<file path="src/rtl/cfg_decode_pkg.sv">
// Notes on behaviour
// - Code protect low blocks programmer flash access
// - Boot write protect low blocks boot writes
// - Flash protect field sets limit in 0x400 steps
// - Channel field picks emulator pin pair
// - Boundary port enable copied to control register
// - Debugger field forced to 11 under protection
// - Window size field picks watchdog window percent
// - Hard enable keeps watchdog on always
// - Window disable bit selects non-window mode
// - Postscale code gives divide ratio power two
// - Postscale codes above 10100 act as 10100
// - Clock switch field enables switching and monitor
// - Bus divisor field gives 1,2,4,8 divide
// - Oscillator mode field picks oscillator kind
package cfg_decode_pkg;

    // Register byte offsets on the bus
    localparam logic [11:0] word0_off        = 12'h000;
    localparam logic [11:0] word1_off        = 12'h004;
    localparam logic [11:0] control_off      = 12'h008;
    localparam logic [11:0] decoded_off      = 12'h00C;
    localparam logic [11:0] watchdog_ctl_off = 12'h010;

    // Word 0 fields
    localparam int code_protect_bit = 28;
    localparam int boot_protect_bit = 24;
    localparam int flash_prot_hi    = 15;
    localparam int flash_prot_lo    = 10;
    localparam int ice_hi           = 4;
    localparam int ice_lo           = 3;
    localparam int jtag_bit         = 2;
    localparam int dbg_hi           = 1;
    localparam int dbg_lo           = 0;

    // Word 1 fields
    localparam int winsz_hi        = 25;
    localparam int winsz_lo        = 24;
    localparam int wdten_bit       = 23;
    localparam int win_disable_bit = 22;
    localparam int postscale_hi    = 20;
    localparam int postscale_lo    = 16;
    localparam int cksm_hi         = 15;
    localparam int cksm_lo         = 14;
    localparam int pbdiv_hi        = 13;
    localparam int pbdiv_lo        = 12;
    localparam int posc_hi         = 9;
    localparam int posc_lo         = 8;
    localparam int osc_src_hi      = 2;
    localparam int osc_src_lo      = 0;

    // Reserved bit masks: keep programmable bits only
    localparam logic [31:0] word0_used = 32'h1100_FC1F;
    localparam logic [31:0] word1_used = 32'h03DF_F307;

    // Values used when words are not yet sampled
    localparam logic [31:0] word0_rst  = 32'h0000_0000;
    localparam logic [31:0] word1_rst  = 32'h0000_0000;

    localparam logic [5:0]  flash_prot_off_code  = 6'h3F;
    localparam logic [5:0]  flash_prot_max_code  = 6'h1F;
    localparam logic [16:0] flash_prot_step      = 17'h0_0400;
    localparam logic [16:0] flash_prot_max_limit = 17'h0_8000;
    localparam logic [4:0]  postscale_max        = 5'h14;
    localparam logic [1:0]  dbg_forced           = 2'h3;

    // Window sizes in eighths of the period
    localparam logic [2:0]  win_25   = 3'h2;
    localparam logic [2:0]  win_37   = 3'h3;
    localparam logic [2:0]  win_50   = 3'h4;
    localparam logic [2:0]  win_75   = 3'h6;

    // Control register bit positions
    localparam int ctl_jtag_bit = 3;
    localparam int wctl_on_bit  = 0;

    typedef enum logic [2:0] {
        st_capture = 3'b001,
        st_hold    = 3'b010,
        st_unused  = 3'b100
    } load_state_e;

endpackage

</file>
<file path="src/rtl/device_config_word_decoder.sv">
// Local design decisions: register access over AHB-Lite and the placing of the registers.
`timescale 1ns/1ps
module device_config_word_decoder (
    // Clock, reset, enable
    input  wire logic        hclk,
    input  wire logic        hresetn,
    input  wire logic        clk_en,
    // Nonvolatile configuration words from flash
    input  wire logic [31:0] nv_word0,
    input  wire logic [31:0] nv_word1,
    // AHB-Lite slave
    input  wire logic        hsel,
    input  wire logic [11:0] haddr,
    input  wire logic [1:0]  htrans,
    input  wire logic        hwrite,
    input  wire logic [2:0]  hsize,
    input  wire logic [31:0] hwdata,
    input  wire logic        hready,
    output logic      [31:0] hrdata,
    output logic             hreadyout,
    output logic             hresp,
    // Flash and debug settings
    output logic             programmer_access_block,
    output logic             boot_flash_write_block,
    output logic             program_flash_protect_en,
    output logic      [16:0] program_flash_protect_limit,
    output logic      [3:0]  emulator_channel_select,
    output logic             boundary_port_enable,
    output logic             debugger_enable,
    // Watchdog settings
    output logic      [2:0]  watchdog_window_size,
    output logic             watchdog_run,
    output logic             watchdog_window_disable,
    output logic      [4:0]  watchdog_postscale_select,
    // Clock settings
    output logic             clock_switch_enable,
    output logic             clock_monitor_enable,
    output logic      [1:0]  peripheral_bus_divisor_default,
    output logic      [3:0]  primary_oscillator_mode,
    output logic      [2:0]  oscillator_source_select
);

    cfg_decode_pkg::load_state_e state_q;
    logic [31:0] word0_q;
    logic [31:0] word1_q;
    logic        jtag_ctl_q;
    logic        wdt_sw_on_q;
    logic        ph_valid_q;
    logic        ph_write_q;
    logic [11:0] ph_addr_q;
    logic [31:0] rd_d;
    logic [5:0]  prot_code;
    logic [5:0]  prot_steps;
    logic [4:0]  ps_code;
    logic        protect_on;
    logic        ph_take;

    // Capture once after reset; flash words stay stable meanwhile
    always_ff @(posedge hclk or negedge hresetn) begin
        if (!hresetn) begin
            state_q <= cfg_decode_pkg::st_capture;
            word0_q <= cfg_decode_pkg::word0_rst;
            word1_q <= cfg_decode_pkg::word1_rst;
        end else if (clk_en) begin
            case (state_q)
                cfg_decode_pkg::st_capture: begin
                    word0_q <= nv_word0 & cfg_decode_pkg::word0_used;
                    word1_q <= nv_word1 & cfg_decode_pkg::word1_used;
                    state_q <= cfg_decode_pkg::st_hold;
                end
                cfg_decode_pkg::st_hold: begin
                    state_q <= cfg_decode_pkg::st_hold;
                end
                default: begin
                    state_q <= cfg_decode_pkg::st_capture;
                end
            endcase
        end
    end

    // Until capture, outputs show the all-zero word: fully protected
    assign protect_on = !word0_q[cfg_decode_pkg::code_protect_bit];
    assign programmer_access_block = protect_on;
    assign boot_flash_write_block  = !word0_q[cfg_decode_pkg::boot_protect_bit];

    assign prot_code  = word0_q[cfg_decode_pkg::flash_prot_hi:cfg_decode_pkg::flash_prot_lo];
    assign prot_steps = cfg_decode_pkg::flash_prot_off_code - prot_code;
    assign program_flash_protect_en =
        (prot_code != cfg_decode_pkg::flash_prot_off_code);
    always_comb begin
        if (prot_code <= cfg_decode_pkg::flash_prot_max_code) begin
            program_flash_protect_limit = cfg_decode_pkg::flash_prot_max_limit;
        end else begin
            program_flash_protect_limit =
                17'(prot_steps * cfg_decode_pkg::flash_prot_step);
        end
    end

    // One-hot pair select: bit 0 is pair 1
    always_comb begin
        case (word0_q[cfg_decode_pkg::ice_hi:cfg_decode_pkg::ice_lo])
            2'b11:   emulator_channel_select = 4'b0001;
            2'b10:   emulator_channel_select = 4'b0010;
            2'b01:   emulator_channel_select = 4'b0100;
            default: emulator_channel_select = 4'b1000;
        endcase
    end

    // Control copy of the port enable; software may clear it later
    always_ff @(posedge hclk or negedge hresetn) begin
        if (!hresetn) begin
            jtag_ctl_q <= 1'b0;
        end else if (clk_en) begin
            if (state_q == cfg_decode_pkg::st_capture) begin
                jtag_ctl_q <= nv_word0[cfg_decode_pkg::jtag_bit];
            end else if (ph_valid_q && ph_write_q && ph_addr_q == cfg_decode_pkg::control_off) begin
                jtag_ctl_q <= hwdata[cfg_decode_pkg::ctl_jtag_bit];
            end
        end
    end
    assign boundary_port_enable = jtag_ctl_q;

    // Debugger field reads as forced value under protection
    logic [1:0] dbg_eff;
    assign dbg_eff = protect_on ? cfg_decode_pkg::dbg_forced
                           : word0_q[cfg_decode_pkg::dbg_hi:cfg_decode_pkg::dbg_lo];
    assign debugger_enable = !dbg_eff[1];

    always_comb begin
        case (word1_q[cfg_decode_pkg::winsz_hi:cfg_decode_pkg::winsz_lo])
            2'b11:   watchdog_window_size = cfg_decode_pkg::win_25;
            2'b10:   watchdog_window_size = cfg_decode_pkg::win_37;
            2'b01:   watchdog_window_size = cfg_decode_pkg::win_50;
            default: watchdog_window_size = cfg_decode_pkg::win_75;
        endcase
    end

    // Software watchdog switch; hard enable overrides it
    always_ff @(posedge hclk or negedge hresetn) begin
        if (!hresetn) begin
            wdt_sw_on_q <= 1'b0;
        end else if (clk_en) begin
            if (ph_valid_q && ph_write_q && ph_addr_q == cfg_decode_pkg::watchdog_ctl_off) begin
                wdt_sw_on_q <= hwdata[cfg_decode_pkg::wctl_on_bit];
            end
        end
    end
    assign watchdog_run = word1_q[cfg_decode_pkg::wdten_bit] | wdt_sw_on_q;
    assign watchdog_window_disable = word1_q[cfg_decode_pkg::win_disable_bit];

    assign ps_code = word1_q[cfg_decode_pkg::postscale_hi:cfg_decode_pkg::postscale_lo];
    assign watchdog_postscale_select = (ps_code > cfg_decode_pkg::postscale_max)
                                     ? cfg_decode_pkg::postscale_max
                                     : ps_code;

    assign clock_switch_enable  = !word1_q[cfg_decode_pkg::cksm_hi];
    assign clock_monitor_enable = !word1_q[cfg_decode_pkg::cksm_hi]
                                & !word1_q[cfg_decode_pkg::cksm_lo];
    assign peripheral_bus_divisor_default =
        word1_q[cfg_decode_pkg::pbdiv_hi:cfg_decode_pkg::pbdiv_lo];

    // One-hot: bit0 external clock, bit1 standard, bit2 high-speed, bit3 off
    always_comb begin
        case (word1_q[cfg_decode_pkg::posc_hi:cfg_decode_pkg::posc_lo])
            2'b11:   primary_oscillator_mode = 4'b1000;
            2'b10:   primary_oscillator_mode = 4'b0100;
            2'b01:   primary_oscillator_mode = 4'b0010;
            default: primary_oscillator_mode = 4'b0001;
        endcase
    end
    assign oscillator_source_select =
        word1_q[cfg_decode_pkg::osc_src_hi:cfg_decode_pkg::osc_src_lo];

    // AHB-Lite slave, zero wait states
    assign ph_take   = hsel && hready && htrans[1];
    assign hreadyout = 1'b1;
    assign hresp     = 1'b0;

    always_ff @(posedge hclk or negedge hresetn) begin
        if (!hresetn) begin
            ph_valid_q <= 1'b0;
            ph_write_q <= 1'b0;
            ph_addr_q  <= 12'h000;
        end else if (clk_en) begin
            if (hready) begin
                ph_valid_q <= ph_take;
                ph_write_q <= hwrite;
                ph_addr_q  <= haddr;
            end
        end
    end

    // Read data registered at address phase so hrdata is a flop
    always_comb begin
        case (haddr)
            cfg_decode_pkg::word0_off: begin
                rd_d = {word0_q[31:2], dbg_eff};
            end
            cfg_decode_pkg::word1_off: begin
                rd_d = word1_q;
            end
            cfg_decode_pkg::control_off: begin
                rd_d = 32'h0000_0000;
                rd_d[cfg_decode_pkg::ctl_jtag_bit] = jtag_ctl_q;
            end
            cfg_decode_pkg::decoded_off: begin
                rd_d = {12'h000, program_flash_protect_limit, programmer_access_block,
                        boot_flash_write_block, watchdog_run};
            end
            cfg_decode_pkg::watchdog_ctl_off: begin
                rd_d = 32'h0000_0000;
                rd_d[cfg_decode_pkg::wctl_on_bit] = wdt_sw_on_q;
            end
            default: begin
                rd_d = 32'h0000_0000;
            end
        endcase
    end

    always_ff @(posedge hclk or negedge hresetn) begin
        if (!hresetn) begin
            hrdata <= 32'h0000_0000;
        end else if (clk_en) begin
            if (ph_take && !hwrite) begin
                hrdata <= rd_d;
            end
        end
    end

endmodule
</file>
<file path="config.mk">
export PLATFORM = sky130hd
export DESIGN_NAME = device_config_word_decoder
export DESIGN_NICKNAME = d
export VERILOG_FILES = /design/src/rtl/cfg_decode_pkg.sv /design/src/rtl/device_config_word_decoder.sv
export SDC_FILE = /design/constraint.sdc
export NUM_CORES = 1
export LEC_CHECK = 0
export ABC_CLOCK_PERIOD_IN_PS = 3800
export BUFFER_PORTS_ARGS = -buffer_cell sky130_fd_sc_hd__buf_2
export CAP_MARGIN = 20
export CORE_ASPECT_RATIO = 1.5
export CORE_MARGIN = 2
export CORE_UTILIZATION = 47
export DETAILED_ROUTE_END_ITERATION = 8
export PLACE_DENSITY = 0.88
export SLEW_MARGIN = 20
export SYNTH_ARGS = -nofsm -noshare
export SYNTH_HDL_FRONTEND = slang
export SYNTH_SLANG_ARGS = --single-unit
</file>
<file path="constraint.sdc">
create_clock -name hclk -period 3.8 [get_ports hclk]
set_input_delay 0.19 -clock hclk [delete_from_list [all_inputs] [get_ports hclk]]
set_output_delay 0.19 -clock hclk [all_outputs]
set_load 0.05 [all_outputs]
</file>
Word level (Yosys, flattened, before mapping)
Index checks and enable logic that the tools add are counted.
Widths: inputs -> output; s select.
{"block": "classes", "n_mux": 10, "bitwise": 2, "addsub": 1, "n_eq_ne": 18, "reduce_logical": 20, "order_cmp": 2}
{"operator": "$pmux 29 s5", "count": 1}
{"operator": "$eq 12x4->1 const B", "count": 3}
{"operator": "$eq 12x5->1 const B", "count": 2}
{"operator": "$pmux 4 s3", "count": 2}
{"operator": "$mux 16", "count": 1}
{"operator": "$eq 12x3->1 const B", "count": 1}
{"operator": "$eq 2x2->1 const B", "count": 6}
{"operator": "$logic_not 12->1", "count": 1}
{"operator": "$reduce_and 2->1", "count": 5}
{"operator": "$pmux 3 s3", "count": 1}
{"operator": "$eq 2x1->1 const B", "count": 3}
{"operator": "$le 6x5->1 const B", "count": 1}
{"operator": "$logic_and 1x1->1", "count": 6}
{"operator": "$logic_not 1->1", "count": 6}
{"operator": "$ne 6x6->1 const B", "count": 1}
{"operator": "$sub 6x6->6 const A", "count": 1}
{"operator": "$gt 5x5->1 const B", "count": 1}
{"operator": "$mux 5", "count": 1}
{"operator": "$mux 2", "count": 2}
{"operator": "$eq 3x1->1 const B", "count": 1}
{"operator": "$eq 3x2->1 const B", "count": 1}
{"operator": "$mux 1", "count": 2}
{"operator": "$reduce_bool 2->1", "count": 1}
{"operator": "$reduce_or 2->1", "count": 1}
{"operator": "other kinds (2)", "count": 2}
{"block": "totals", "output_inout_bits": 81, "ff_bits": 82, "inputBits": 119, "wordCells": 62}

Logic depth before layout (Yosys ltp)
{"block": "depth", "word_depth": 4, "mapped_depth": 7, "mapped_depth_nobuf": 5}

Worst setup path before layout
Ideal clock, no wire load.
{"block": "synth_timing", "path_type": "reg2reg", "from": "register word0_q[15]", "to": "register hrdata[16]", "n_path_buf": 0, "stages_incl_launch_ff": 5, "period_less_slack_ns": 1.764, "arrival_ns": 1.686, "path_slack_ns": 2.036, "cell_sequence": "dfrtp_1 > inv_1 > nor2_1 > mux2i_1 > o21ai_1"}
{"block": "synth_between", "elab_chain_len": 3}
{"element": "from (decl)", "line_no": "device_config_word_decoder.sv:44", "source": "logic [31:0] word0_q;"}
{"element": "from (signal assigned)", "line_no": "device_config_word_decoder.sv:62", "source": "word0_q <= cfg_decode_pkg::word0_rst;"}
{"element": "from (signal assigned)", "line_no": "device_config_word_decoder.sv:67", "source": "word0_q <= nv_word0 & cfg_decode_pkg::word0_used;"}
{"element": "$le 6x5->1", "line_no": "device_config_word_decoder.sv:91", "source": "if (prot_code <= cfg_decode_pkg::flash_prot_max_code) begin"}
{"element": "$mux 16", "line_no": "device_config_word_decoder.sv:91"}
{"element": "via program_flash_protect_limit[13]", "line_no": "device_config_word_decoder.sv:26", "source": "output logic [16:0] program_flash_protect_limit,"}
{"element": "$pmux 29 s5", "line_no": "device_config_word_decoder.sv:195", "source": "case (haddr)"}
{"element": "to (signal assigned)", "line_no": "device_config_word_decoder.sv:225", "source": "hrdata <= rd_d;"}
{"element": "to (decl)", "line_no": "device_config_word_decoder.sv:19", "source": "output logic [31:0] hrdata,"}
The timed path passes the listed nets, and every way through them passes these cells.
A chain may end at the register's enable or synchronous reset.

Final worst setup path
{"block": "layout_timing", "from": "input port clk_en", "to": "register hrdata[22]"}
{"block": "layout_between", "elab_chain_len": 1}
{"element": "from (decl)", "line_no": "device_config_word_decoder.sv:7", "source": "input wire logic clk_en,"}
{"element": "$reduce_and 2->1 (no source line)"}
Every way passes these cells.

==> results.yml <==
status:
  status: "complete, but fails checks"
  failed_checks: "hold timing"
final_layout:
  areaGrowthSynthToFinish_pct: 19.4
  nFillCells: 615
  regArea_um2: 1800
  diodes: 0
  nNetsFinal: 506
  multi_input_area_um2: 1420
  fin_util_pct: 57.4
  layout-drive-gt1-share_pct: 47.3
clock_tree:
  hold_buffers: 0
  htree_levels: 3
  clock_sinks: 72
  cts_tree: "yes"
  clk_latency_ns: 0.34
  cts_resized: 0
  path_clk_slew_ns: 0.07
  cts_buffers: 9
  clockRootBuffer: "clkbuf_8"
  post_cts_buffers: 0
  clockBufferDepth: 2
worst_setup_path:
  cp.required_ns: 4.07
  r2r_start: "state_q[1]"
  regToRegEndpoint: "word1_q[25]"
  worstSetupStartpointType: "primary input"
  slowest_stage: "or3_4"
  worstSetupStartpoint: "clk_en"
  cp_data_arrival_time_ns: 1.89
  crit_fanout: 32
  rrSetupSlack_ns: 2.22
  crit_type: "in2reg"
  worst-r2r-cell-count: 5
  end_kind: "register"
  cp_slowest_stage_delay_ns: 0.58
  crit_chain: "buf_2, nand2_4, or3_4, nor4_4, a22o_1"
global_route:
  grt_antenna_before_repair: 0
  gr-total-overflow: 0
  grt_pass1_vias: 2394
  grt_pass1_wl_um: 11700
  grtUsageTotal_pct: 19.7
  grt_max_degree: 73
pwr:
  power_frac_seq_pct: 36.5
  p_comb_share_pct: 46.3
  power.density_nw_per_um2: 783
  leakagePower_nw: 2.07
  switching_share_pct: 46.5
  p_int_mw: 1.73
  clockPowerShare_pct: 17.2
  ir_drop_v: 0.000671
  p_sw_mw: 1.50
route:
  first_iter_violations: 89
  detail_route.vias_per_cell: 5.01
  wl_per_cell_um: 15.5
  drc: 0
  postRouteWirelength_um: 7620
  final_antenna_net_count: 0
  first_pass_iters: 4
  routed-via-count: 2462
die:
  rows: 38
  fp.dieW_um: 74.0
  io_pins: 200
  die_y_um: 109
  core_area_um2: 7180
  start_util_pct: 48.0
  die_area_um2: 8060
placement:
  place_ws_ns: 1.83
  hpwl_um: 5590
  io_buffers: 110
  gp_congestion: 0.749
sta:
  setup_viol: 0
  min_period_ns: 1.61
  hold_ws_ns: -0.0243
  period_share_pct: 42.4
  setup_tns_ns: 0
  hold_viol: 38
  skew_ns: 0.00735
  worst_pin_slew_ns: 0.904
  fin_ws_ns: 2.19
  fmax_mhz: 620
  drv_slew: 0
  rsz0062_at_grt: "no"
  max-slew-margin-rel_pct: 39.7
synthesis:
  syn_area_per_cell_um2: 12.2
  ys_seq_area_share_pct: 52.3
  yosysTopAreaCell: "dfrtp_1"
  yosysMostFrequentCell: "dfrtp_1"
  ys_types: 44
  synth_edf_count: 0
  synthTopCellsByArea: "dfrtp_1 (52%), mux2_2 (16%), buf_4 (6.1%)"
  ys_ff_latch: 72
  yosys_warnings: 0
  syn-cell-area_um2: 3450
  synthTopCellsByCount: "dfrtp_1 (71), mux2_2 (49), buf_4 (28)"
  synthArstFlopShare_pct: 100
  synth_ff_type: "dfrtp_1"
  netlist.area_leader.share_pct: 51.5
  syn_inst: 283
min_path:
  hp-class: "in2async"
flow_run:
  maxCapViolations: 0
[cell families after synthesis]
logic type	synth area share [%]
buffers and inverters	8.63
and+or+nand+nor	11.9
AOI/OAI and AO/OA	8.34
adders and majority gates	0.363
DFF	52.3
other	0.218
muxes	18.3
[layout make-up]
type	instances	area share, %
Tap cell	100	3.04
Sequential cell	72	43.8
Clock buffer	16	4.37
Timing Repair Buffer	111	13.6
Multi-Input combinational cell	185	34.6
Inverter	7	0.638
[power groups by stage]
stage / clock, mW / combinational [mW] / sequential (mW)
detailed placement: 0 / 1.50 / 1.20
CTS: 0.566 / 1.51 / 1.18
finish: 0.555 / 1.50 / 1.18
global route: 0.600 / 1.59 / 1.21
floorplan: 0 / 1.24 / 1.15
global placement: 0 / 1.48 / 1.18
[worst max-delay path by stage]
stage	to	slack, ns	cells after the start
6_report	hrdata[22]	2.19	5
5_1_grt	hrdata[22]	2.06	5
4_1_cts	watchdog_postscale_select[0]	2.17	3
3_5_place_dp	hrdata[22]	1.83	5
3_3_place_gp	hrdata[22]	1.88	5
2_1_floorplan	hrdata[16]	2.04	4
[per-layer routing]
layer / vias to the layer above / part of all wire (%) / GRT usage [%]
met1: 1207 / 41 / 23.4
li1: 1156 / - / -
met3: 10 / 5.1 / 4.99
met4: 0 / 1.4 / 6.75
met5: - / 0 / 0
met2: 89 / 52 / 34.1
[stage by stage]
step	cell area [um^2]	power, mW	instances
floorplan	3520	2.40	303
global placement	3940	2.66	475
detailed placement	3940	2.70	475
CTS	4120	3.26	491
global route	4120	3.40	491
finish	4120	3.23	491
[worst max-delay path, delay by kind of cell]
family	cells	cell delay [ns]
and+or+nand+nor	3	1.29
AOI/OAI and AO/OA	1	0.23
buffers and inverters	1	0.16
[placed cells by master, fill, tap and decap left out, types with 2 or more instances in the layout]
master / Yosys / routed
and2_1: 4 / 4
o21ai_1: 8 / 8
a22oi_1: 4 / 4
clkbuf_1: 3 / 4
conb_1: 2 / 22
o31ai_1: 2 / 2
a22o_1: 11 / 11
nor2b_1: 8 / 8
nand2_1: 19 / 19
o21ai_0: 4 / 4
clkbuf_8: 0 / 12
inv_1: 7 / 7
nand4_1: 2 / 2
mux2i_1: 8 / 8
nor4_2: 2 / 2
buf_2: 4 / 109
dfrtp_1: 71 / 71
mux2_2: 49 / 49
nor4bb_1: 4 / 4
nor4_4: 2 / 2
o41ai_2: 2 / 2
a21oi_1: 3 / 3
or3_1: 2 / 2
nor2_1: 12 / 12
buf_4: 28 / 2
[registers in the layout, summed over array words and instances, names as in the netlist]
register	cells
word1_q	18
ph_valid_q	1
boundary_port_enable	1
wdt_sw_on_q	1
hrdata	23
state_q	2
word0_q	13
ph_write_q	1
ph_addr_q	12
No activity file was read; power rests on OpenSTA's default activity.
